### src/design/cst_pkg.sv
`default_nettype none
package cst_pkg;
   // Register byte addresses on the AHB-Lite bus
   localparam logic [7:0] ADDR_DATA_COMPARE = 8'h00;
   localparam logic [7:0] ADDR_INT_CODE     = 8'h04;
   localparam logic [7:0] ADDR_FIFO_CTRL    = 8'h08;
   localparam logic [7:0] ADDR_FIFO_STAT    = 8'h0c;
   localparam logic [7:0] ADDR_INT_FLAGS    = 8'h10;
   localparam logic [7:0] ADDR_INT_ENABLES  = 8'h14;
   localparam logic [7:0] ADDR_ERR_COUNTS   = 8'h18;
   localparam logic [7:0] ADDR_BIT_TIMING   = 8'h1c;
   localparam logic [7:0] ADDR_MODE_CTRL    = 8'h20;

   // Field positions
   localparam int FILT_LSB   = 8;
   localparam int BABS_LSB   = 13;
   localparam int WPTR_LSB   = 8;
   localparam int ERRST_LSB  = 8;
   localparam int TXEC_LSB   = 8;
   localparam int SJW_LSB    = 6;
   localparam int FLAG_ERR   = 5;

   // Reset values and limits
   localparam logic [4:0] DCMP_MAX       = 5'h11;
   localparam logic [4:0] FILT_MAX       = 5'h0f;
   localparam logic [7:0] FLAGS_RST      = 8'h00;
   localparam logic [7:0] FLAG_MASK      = 8'hef;
   localparam logic [7:0] TIMING_RST     = 8'h00;
   localparam logic [7:0] FCTRL_LO_RST   = 8'h00;
   localparam logic [2:0] BABS_RST       = 3'h0;
   localparam logic [2:0] BABS_RSVD      = 3'h7;
   localparam logic [5:0] PTR_RST        = 6'h00;

   // Interrupt source codes
   localparam logic [6:0] CODE_FIFO_FULL = 7'h44;
   localparam logic [6:0] CODE_RX_OVF    = 7'h43;
   localparam logic [6:0] CODE_WAKEUP    = 7'h42;
   localparam logic [6:0] CODE_ERROR     = 7'h41;
   localparam logic [6:0] CODE_NONE      = 7'h40;
   localparam logic [6:0] CODE_INVALID   = 7'h45;

   // Mode of the module, as driven by the mode control register
   typedef enum logic [1:0] {
      CST_MODE_NORMAL  = 2'b00,
      CST_MODE_CONFIG  = 2'b01,
      CST_MODE_DISABLE = 2'b11
   } cst_mode_type;

   // Events from the frame engine
   typedef struct packed {
      logic       invalid_msg;
      logic       wakeup;
      logic       fifo_full;
      logic       rx_ovf;
      logic       rx_buf;
      logic       tx_buf;
      logic       buf_valid;
      logic [3:0] buf_num;
      logic       filt_valid;
      logic [4:0] filt_idx;
   } cst_event_type;

   // Error state and counters from the frame engine
   typedef struct packed {
      logic       tx_bus_off;
      logic       tx_error_passive;
      logic       rx_error_passive;
      logic       tx_error_warning;
      logic       rx_error_warning;
      logic       cnt_valid;
      logic [7:0] tx_count;
      logic [7:0] rx_count;
   } cst_errstate_type;

   // Settings handed to the frame engine
   typedef struct packed {
      logic [4:0] data_compare_bits;
      logic [2:0] buffer_area_size;
      logic [5:0] buffer_count;
      logic [4:0] fifo_first_buffer;
      logic [1:0] resync_jump_width;
      logic [2:0] sjw_quanta;
      logic [5:0] quantum_prescaler;
   } cst_cfg_type;
endpackage : cst_pkg
`default_nettype wire

### src/design/cst_status_regs.sv
// Functional notes
// - Five-bit data compare count, above 10001 invalid
// - Read-only matched filter index, 0 to 15
// - Module interrupt codes 1000000 to 1000100
// - Codes 0 to 15 name interrupting buffer
// - Three-bit buffer area size, 111 reserved
// - Writable five-bit FIFO first buffer
// - Read-only six-bit FIFO write pointer
// - Read-only six-bit FIFO read pointer
// - Six error-state bits at 13 to 8
// - Error flag raised from error-state bits
// - Seven sticky flags, software clears only
// - Seven enables at matching flag positions
// - Transmit and receive error counters, read-only
// - Jump width codes give 1 to 4 quanta
// - Quantum is 2 times (prescaler+1) clocks
// - Config entry clears counters, keeps flags
// - Disabled module still sets wake-up flag
`timescale 1ns/1ps
`default_nettype none
module cst_status_regs
   import cst_pkg::*;
(
   // Clock and reset
   input  wire logic             clk_sys,
   input  wire logic             srst,
   // AHB-Lite slave
   input  wire logic             hsel,
   input  wire logic [7:0]       haddr,
   input  wire logic [1:0]       htrans,
   input  wire logic             hwrite,
   input  wire logic [2:0]       hsize,
   input  wire logic [31:0]      hwdata,
   input  wire logic             hready,
   output logic                  hreadyout,
   output logic                  hresp,
   output logic [31:0]           hrdata,
   // Frame engine side
   input  wire cst_event_type    evt,
   input  wire cst_errstate_type errst,
   input  wire logic [4:0]       dcmp_in,
   input  wire logic [5:0]       wptr_in,
   input  wire logic [5:0]       rptr_in,
   output cst_cfg_type           cfg,
   output cst_mode_type          mode,
   output logic                  tq_pulse,
   output logic                  dcmp_invalid,
   // Interrupt
   output logic                  irq
);
   // Bus address phase capture
   logic       wr_pend_ff;
   logic       rd_pend_ff;
   logic [7:0] addr_ff;
   wire        acc_ok = hsel && hready && htrans[1];

   always_ff @(posedge clk_sys) begin
      if (srst) begin
         wr_pend_ff <= 1'b0;
         rd_pend_ff <= 1'b0;
         addr_ff    <= 8'h00;
      end else begin
         wr_pend_ff <= acc_ok && hwrite;
         rd_pend_ff <= acc_ok && !hwrite;
         if (acc_ok) addr_ff <= haddr;
      end
   end

   // Zero-wait slave, always OKAY
   assign hreadyout = 1'b1;
   assign hresp     = 1'b0;
   wire wr_flags = wr_pend_ff && (addr_ff == ADDR_INT_FLAGS);
   wire wr_ena   = wr_pend_ff && (addr_ff == ADDR_INT_ENABLES);
   wire wr_fctl  = wr_pend_ff && (addr_ff == ADDR_FIFO_CTRL);
   wire wr_tim   = wr_pend_ff && (addr_ff == ADDR_BIT_TIMING);
   wire wr_mode  = wr_pend_ff && (addr_ff == ADDR_MODE_CTRL);

   // Mode register; config and timing edits only take in config mode
   cst_mode_type mode_ff;
   cst_mode_type nxt_mode;
   assign nxt_mode = (hwdata[1:0] == 2'b01) ? CST_MODE_CONFIG :
                     (hwdata[1:0] == 2'b11) ? CST_MODE_DISABLE :
                     CST_MODE_NORMAL;
   always_ff @(posedge clk_sys) begin
      if (srst) mode_ff <= CST_MODE_CONFIG;
      else if (wr_mode) mode_ff <= nxt_mode;
   end
   assign mode = mode_ff;
   wire in_cfg    = (mode_ff == CST_MODE_CONFIG);
   wire cfg_entry = wr_mode && (nxt_mode == CST_MODE_CONFIG) && !in_cfg;

   // FIFO control and bit timing settings
   logic [2:0] babs_ff;
   logic [4:0] fsa_ff;
   logic [7:0] timing_ff;
   always_ff @(posedge clk_sys) begin
      if (srst) begin
         babs_ff   <= BABS_RST;
         fsa_ff    <= FCTRL_LO_RST[4:0];
         timing_ff <= TIMING_RST;
      end else begin
         if (wr_fctl && in_cfg) begin
            babs_ff <= hwdata[BABS_LSB +: 3];
            fsa_ff  <= hwdata[4:0];
         end
         if (wr_tim && in_cfg) timing_ff <= hwdata[7:0];
      end
   end

   // Buffer count decode; reserved code reads back but gives 32
   logic [5:0] buf_cnt;
   always_comb begin
      case (babs_ff)
         3'h0:    buf_cnt = 6'd4;
         3'h1:    buf_cnt = 6'd6;
         3'h2:    buf_cnt = 6'd8;
         3'h3:    buf_cnt = 6'd12;
         3'h4:    buf_cnt = 6'd16;
         3'h5:    buf_cnt = 6'd24;
         default: buf_cnt = 6'd32;
      endcase
   end

   assign cfg.data_compare_bits = dcmp_in;
   assign cfg.buffer_area_size  = babs_ff;
   assign cfg.buffer_count      = buf_cnt;
   assign cfg.fifo_first_buffer = fsa_ff;
   assign cfg.resync_jump_width = timing_ff[SJW_LSB +: 2];
   assign cfg.sjw_quanta = {1'b0, timing_ff[SJW_LSB +: 2]} + 3'h1;
   assign cfg.quantum_prescaler = timing_ff[5:0];
   assign dcmp_invalid = (dcmp_in > DCMP_MAX);

   // Time quantum divider runs in normal mode only
   cst_quantum_gen u_tq (
      .clk_sys           (clk_sys),
      .srst              (srst),
      .run               (!in_cfg && (mode_ff != CST_MODE_DISABLE)),
      .quantum_prescaler (timing_ff[5:0]),
      .tq_pulse          (tq_pulse)
   );

   // Error state mirrors and counters
   logic [5:0] errst_ff;
   logic [7:0] txec_ff;
   logic [7:0] rxec_ff;
   logic [4:0] filt_ff;
   logic [3:0] buf_ff;
   logic       buf_vld_ff;
   logic [5:0] wptr_ff;
   logic [5:0] rptr_ff;
   wire  any_warn = errst.tx_error_warning || errst.rx_error_warning;
   wire  [5:0] nxt_errst = {errst.tx_bus_off, errst.tx_error_passive,
                            errst.rx_error_passive, errst.tx_error_warning,
                            errst.rx_error_warning, any_warn};
   always_ff @(posedge clk_sys) begin
      if (srst) begin
         errst_ff <= 6'h00;
         txec_ff  <= 8'h00;
         rxec_ff  <= 8'h00;
      end else begin
         errst_ff <= nxt_errst;
         if (cfg_entry || in_cfg) begin
            txec_ff <= 8'h00;
            rxec_ff <= 8'h00;
         end else if (errst.cnt_valid && mode_ff == CST_MODE_NORMAL) begin
            txec_ff <= errst.tx_count;
            rxec_ff <= errst.rx_count;
         end
      end
   end

   // Filter hit, buffer number and FIFO pointers
   always_ff @(posedge clk_sys) begin
      if (srst) begin
         filt_ff    <= 5'h00;
         buf_ff     <= 4'h0;
         buf_vld_ff <= 1'b0;
         wptr_ff    <= PTR_RST;
         rptr_ff    <= PTR_RST;
      end else begin
         if (evt.filt_valid && evt.filt_idx <= FILT_MAX)
            filt_ff <= evt.filt_idx;
         if (evt.buf_valid) begin
            buf_ff     <= evt.buf_num;
            buf_vld_ff <= 1'b1;
         end else if (wr_flags && hwdata[0] && hwdata[1]) begin
            buf_vld_ff <= 1'b0;
         end
         wptr_ff <= {1'b0, wptr_in[4:0]};
         rptr_ff <= {1'b0, rptr_in[4:0]};
      end
   end

   // Sticky flags: hardware set wins over software clear
   logic [7:0] flags_ff;
   logic [7:0] ena_ff;
   logic [7:0] set_vec;
   logic       err_rise;
   assign err_rise = |(nxt_errst & ~errst_ff);
   assign set_vec = {evt.invalid_msg && (mode_ff != CST_MODE_DISABLE),
                     evt.wakeup,
                     err_rise && (mode_ff != CST_MODE_DISABLE),
                     1'b0,
                     evt.fifo_full, evt.rx_ovf, evt.rx_buf, evt.tx_buf};
   wire [7:0] clr_vec = wr_flags ? hwdata[7:0] : 8'h00;
   wire [7:0] nxt_flags = ((flags_ff & ~clr_vec) | set_vec) & FLAG_MASK;
   always_ff @(posedge clk_sys) begin
      if (srst) begin
         flags_ff <= FLAGS_RST;
         ena_ff   <= FLAGS_RST;
      end else begin
         flags_ff <= nxt_flags;
         if (wr_ena) ena_ff <= hwdata[7:0] & FLAG_MASK;
      end
   end

   // One level interrupt for any enabled flag
   wire [7:0] pend = flags_ff & ena_ff;
   assign irq = |pend;

   // Priority: error, wake-up, overflow, almost full, buffer; invalid gives no code
   logic [6:0] code;
   always_comb begin
      if (flags_ff[FLAG_ERR])      code = CODE_ERROR;
      else if (flags_ff[6])        code = CODE_WAKEUP;
      else if (flags_ff[2])        code = CODE_RX_OVF;
      else if (flags_ff[3])        code = CODE_FIFO_FULL;
      else if ((flags_ff[1] || flags_ff[0]) && buf_vld_ff)
         code = {3'h0, buf_ff};
      else                         code = CODE_NONE;
   end

   // Read mux; unmapped addresses read zero
   logic [15:0] rd_word;
   always_comb begin
      case (addr_ff)
         ADDR_DATA_COMPARE: rd_word = {11'h000, dcmp_in};
         ADDR_INT_CODE:     rd_word = {3'h0, filt_ff, 1'b0, code};
         ADDR_FIFO_CTRL:    rd_word = {babs_ff, 8'h00, fsa_ff};
         ADDR_FIFO_STAT:    rd_word = {2'h0, wptr_ff, 2'h0, rptr_ff};
         ADDR_INT_FLAGS:    rd_word = {2'h0, errst_ff, flags_ff};
         ADDR_INT_ENABLES:  rd_word = {8'h00, ena_ff};
         ADDR_ERR_COUNTS:   rd_word = {txec_ff, rxec_ff};
         ADDR_BIT_TIMING:   rd_word = {8'h00, timing_ff};
         ADDR_MODE_CTRL:    rd_word = {14'h0000, mode_ff};
         default:           rd_word = 16'h0000;
      endcase
   end
   assign hrdata = rd_pend_ff ? {16'h0000, rd_word} : 32'h0000_0000;

   // Checks
   chk_flag_set_wins: assert property (@(posedge clk_sys) disable iff (srst)
      evt.rx_buf |=> flags_ff[1]) else $error("flag set lost");
   chk_flag_no_swset: assert property (@(posedge clk_sys) disable iff (srst)
      (!flags_ff[0] && !evt.tx_buf) |=> !flags_ff[0])
      else $error("flag set without event");
   chk_irq_level: assert property (@(posedge clk_sys) disable iff (srst)
      irq == |(flags_ff & ena_ff)) else $error("irq mismatch");
   chk_err_flag_src: assert property (@(posedge clk_sys) disable iff (srst)
      ($rose(errst_ff[5]) && $past(mode_ff) != CST_MODE_DISABLE)
      |-> flags_ff[FLAG_ERR]) else $error("error flag missed");
   chk_cfg_clears_cnt: assert property (@(posedge clk_sys) disable iff (srst)
      cfg_entry |=> (txec_ff == 8'h00 && rxec_ff == 8'h00))
      else $error("counters kept on config entry");
   chk_cfg_keeps_flags: assert property (@(posedge clk_sys) disable iff (srst)
      (cfg_entry && !wr_flags) |=> ((flags_ff & $past(flags_ff))
      == $past(flags_ff))) else $error("flags lost on config");
   chk_wake_disabled: assert property (@(posedge clk_sys) disable iff (srst)
      (mode_ff == CST_MODE_DISABLE && evt.wakeup) |=> flags_ff[6])
      else $error("wake-up missed while disabled");
   chk_code_priority: assert property (@(posedge clk_sys) disable iff (srst)
      flags_ff[FLAG_ERR] |-> code == CODE_ERROR)
      else $error("priority wrong");
   chk_code_none: assert property (@(posedge clk_sys) disable iff (srst)
      (flags_ff[6:2] == 5'h00 && !(|flags_ff[1:0])) |-> code == CODE_NONE)
      else $error("code not idle");
   chk_sjw_range: assert property (@(posedge clk_sys) disable iff (srst)
      cfg.sjw_quanta == timing_ff[7:6] + 3'h1)
      else $error("jump width decode");
   chk_ptr_range: assert property (@(posedge clk_sys) disable iff (srst)
      !wptr_ff[5] && !rptr_ff[5]) else $error("pointer out of range");

   cov_irq: cover property (@(posedge clk_sys) disable iff (srst) $rose(irq));
   cov_cfg: cover property (@(posedge clk_sys) disable iff (srst) cfg_entry);
   cov_clr: cover property (@(posedge clk_sys) disable iff (srst)
      $fell(flags_ff[1]));
   cov_buf: cover property (@(posedge clk_sys) disable iff (srst)
      code == 7'h0f);
endmodule : cst_status_regs
`default_nettype wire

### src/design/cst_quantum_gen.sv
`timescale 1ns/1ps
`default_nettype none
module cst_quantum_gen
   import cst_pkg::*;
(
   // Clock and reset
   input  wire logic       clk_sys,
   input  wire logic       srst,
   // Control
   input  wire logic       run,
   input  wire logic [5:0] quantum_prescaler,
   // Quantum enable pulse
   output logic            tq_pulse
);
   // Half-period counter counts 0..prescaler, toggle phase doubles it
   logic [5:0] cnt_ff;
   logic       phase_ff;
   wire        half_done = (cnt_ff == quantum_prescaler);

   // Quantum lasts 2*(prescaler+1) clocks
   always_ff @(posedge clk_sys) begin
      if (srst || !run) begin
         cnt_ff   <= 6'h00;
         phase_ff <= 1'b0;
      end else if (half_done) begin
         cnt_ff   <= 6'h00;
         phase_ff <= ~phase_ff;
      end else begin
         cnt_ff   <= cnt_ff + 6'h01;
      end
   end

   assign tq_pulse = run && half_done && phase_ff;

   // Cycles since the last pulse, or since the divider started
   int gap_cnt;
   always_ff @(posedge clk_sys) begin
      if (srst || !run || tq_pulse) gap_cnt <= 0;
      else gap_cnt <= gap_cnt + 1;
   end
   chk_quantum_len: assert property (@(posedge clk_sys) disable iff (srst)
      tq_pulse |-> (gap_cnt == 2 * (int'(quantum_prescaler) + 1) - 1))
      else $error("quantum length wrong");
   chk_quantum_gap: assert property (@(posedge clk_sys) disable iff (srst)
      tq_pulse |=> !tq_pulse) else $error("quantum pulses adjacent");
endmodule : cst_quantum_gen
`default_nettype wire

### config.mk
export PLATFORM = sky130hd
export DESIGN_NAME = cst_status_regs
export DESIGN_NICKNAME = d
export VERILOG_FILES = /design/src/design/cst_pkg.sv /design/src/design/cst_status_regs.sv /design/src/design/cst_quantum_gen.sv
export SDC_FILE = /design/constraint.sdc
export NUM_CORES = 1
export LEC_CHECK = 0
export ABC_AREA = 1
export BUFFER_PORTS_ARGS = -buffer_cell sky130_fd_sc_hd__buf_2
export CELL_PAD_IN_SITES_DETAIL_PLACEMENT = 1
export CELL_PAD_IN_SITES_GLOBAL_PLACEMENT = 1
export CORE_MARGIN = 2
export CORE_UTILIZATION = 37
export DETAILED_ROUTE_END_ITERATION = 10
export GPL_TIMING_DRIVEN = 0
export PLACE_DENSITY = 0.84
export SLEW_MARGIN = 20
export SYNTH_ARGS = -nofsm -noshare
export SYNTH_HDL_FRONTEND = slang
export SYNTH_HIERARCHICAL = 1
export SYNTH_SLANG_ARGS = --single-unit
### constraint.sdc
create_clock -name clk_sys -period 3.7 [get_ports clk_sys]
set_input_delay 0.185 -clock clk_sys [delete_from_list [all_inputs] [get_ports clk_sys]]
set_output_delay 0.185 -clock clk_sys [all_outputs]
set_load 0.005 [all_outputs]
==> flow_summary.ini <==
[worst_hold_path]
whs_path_depth = 2
min_path_type = primary input to register
min_to = rd_pend_ff
hp-start = hwrite

[synthesis]
yosysWarningCount = 6
yosys-top-cells-area = dfxtp_1, nand2_1, inv_1
ys.flop_type = dfxtp_1
synth_cells = 675
yosys.area.top_type = dfxtp_1
async_flop_share_pct = 0
synth_seq_area_share_pct = 38.8
yosysMostFrequentCell = nand2_1
netlist_area_um2 = 4690
synth.distinct_cells = 36
synth_top_area_share_pct = 38.8
synthTopCellsByCount = nand2_1, dfxtp_1, inv_1
ys_ff_latch = 91
syn_avg_cell_area_um2 = 6.95
synth_edf_count = 0

[grt]
grt_pass1_wl_mm = 26.2
grt_max_degree = 15
grt-ovfl-total = 0
antenna_found_initial = 0
track_usage_pct = 25.3
grt_pass1_vias = 5125

[cells_and_area]
final_util_pct = 47.3
syn_to_final_growth_pct = 26.2
final_layout_size_suffix_gt1_share_pct = 27.4
antenna_cells = 0
final_nets = 938

[clock_tree]
cts_sinks = 91
ctsHoldBuffers = 0
path_clk_slew_ns = 0.07
numCtsBuffers = 9
cts-root-buf = clkbuf_16
cts_resized = 0
cts_tree = done
cts_setup_buffers = 0
clock_path_buffers = 2
clock_latency_ns = 0.35
htree_levels = 3

[drt]
drt_iter0_markers = 240
route.vias.total = 4937
drc = 0
drt-vias-per-instance = 4.90
antenna_left = 0
totalWireLength_mm = 16.6
wl_per_cell_um = 16.5
drtPass1Iterations = 4

[pwr]
sw_frac_of_total_pct = 25.6
switching_power_w = 0.000577
p_comb_share_pct = 10.8
p_leak_nw = 2.69
sequentialPowerShare_pct = 45.5
total_power_w = 0.00225
powerDensity_nw_per_um2 = 381
clockPowerShare_pct = 43.7
ir_drop_uv = 140
internal_power_w = 0.00168

[sta]
setup_violations = 0
skew_ns = 0.00827
fin_setup_tns_ns = 0
period_needed_ns = 2.37
fin_crit_sh_pct = 64.1
tightest_slew_ns = 0.694
maxSlewHeadroom_pct = 53.8
drv_slew = 0
rsz0062_at_grt = false
timing.fmax_mhz = 422
fin_ws_ns = 1.33
finalHoldViolCount = 0

[worst_setup_path]
cp-start-kind = register
crit_required_ns = 3.51
path_common_cell = nor2_2
critPathTopFamily = simple AND/OR/NAND/NOR gates
path_cells = nor2_4 -> nand3_1 -> nor2_2 -> nand2_1 -> o21ai_0 -> nor2_1 -> nor2_2 -> buf_2
endpoint_kind = output port
r2r-end = fsa_ff[2]
cpPeakStageDelay_ns = 0.47
crit_buf_inv = 1
crit_arrival_ns = 2.19
critical_path_class = register to output port
path_depth = 8
reg2regPathDepth = 7
timing.rr.start = addr_ff[0]
crit_path_top_delay_cell = nor2_2
ff2ff_setup_slack_ns = 1.95
critPathMaxFanout = 10

[placed_design]
hpwl_mm = 13.1
post-place-ws_ns = 1.75
numPortBuffers = 127
gp_congestion = 0.902

[run]
cap_violations = 0

[die]
core_area_um2 = 12500
io_pins = 175
initial_utilization_pct = 37.5
rows = 41
dieHeight_um = 117
die-area_um2 = 13600
die_x_um = 117

[status]
outcome = finished clean
==> sequential cells by signal, summed over array words and instances (netlist names) <==
register	cells
addr_ff	8
fsa_ff	5
wr_pend_ff	1
rptr_ff	5
buf_vld_ff	1
buf_ff	4
timing_ff	8
wptr_ff	5
filt_ff	5
babs_ff	3
txec_ff	8
u_tq/cnt_ff	6
rd_pend_ff	1
rxec_ff	8
u_tq/phase_ff	1
ena_ff	7
flags_ff	7
mode	2
errst_ff	6
==> metal layers <==
layer | vias to the layer above | GRT usage (%) | wire [µm]
li1 | 2427 | - | -
met1 | 2320 | 30.3 | 6990
met4 | 0 | 11.1 | 471
met2 | 157 | 44.7 | 8160
met3 | 33 | 4.31 | 953
met5 | - | 0 | 0
==> final cells by class <==
cell class,instances,area [µm²]
repair buffers,127,636
inverters,93,349
flip-flops and latches,91,1820
well taps,172,215
plain buffers,42,280
multi-input cells,466,2310
clock buffers,13,270
clock inverters,3,45.0
fillers,1686,6590
==> cell families after synthesis <==
logic type / Yosys count / share of synthesized area [%]
buffers and inverters: 135 / 13.4
and+or+nand+nor: 309 / 30.9
xor gates and xnor gates: 3 / 0.560
DFF: 91 / 38.8
AOI/OAI and AO/OA: 133 / 15.6
adders and majority gates: 2 / 0.533
other: 2 / 0.160
==> placed cells by master, fill, tap and decap left out, types with 3 or more instances in the layout <==
master	instances
o21ai_0	58
nand2_2	7
nand4_1	20
dfxtp_1	91
inv_2	4
buf_2	129
a21oi_1	54
nand2_1	129
nor2_4	13
nor2_2	15
clkbuf_1	12
clkbuf_16	9
nor2_1	79
clkbuf_8	3
nor3_1	5
nand3_1	35
buf_4	25
a21oi_2	12
inv_1	88
conb_1	19
==> stage by stage <==
step | std cells | cell area (µm²) | hold WS (ns)
floorplan | 692 | 4760 | 0.264
global placement | 991 | 5610 | 0.365
detailed placement | 991 | 5610 | 0.366
CTS | 1007 | 5920 | 0.0141
global route | 1007 | 5920 | 0.0269
finish | 1007 | 5920 | 0.0172
==> how the worst max path moves through the flow <==
stage	start	end	slack, ns
4_1_cts	addr_ff[0]	hrdata[12]	1.32
6_report	addr_ff[0]	hrdata[12]	1.33
3_5_place_dp	addr_ff[2]	hrdata[2]	1.75
3_3_place_gp	addr_ff[2]	hrdata[2]	1.76
2_1_floorplan	addr_ff[0]	hrdata[4]	2.24
5_1_grt	addr_ff[2]	hrdata[2]	1.21
==> power groups by stage <==
stage / clock network (W) / registers (W) / logic [W]
finish: 0.000985 / 0.00103 / 0.000243
global route: 0.00104 / 0.00103 / 0.000271
CTS: 0.00100 / 0.00103 / 0.000241
detailed placement: 0 / 0.00105 / 0.000238
global placement: 0 / 0.00105 / 0.000229
floorplan: 0 / 0.00104 / 0.000143
(Power assumes the default switching activity.)
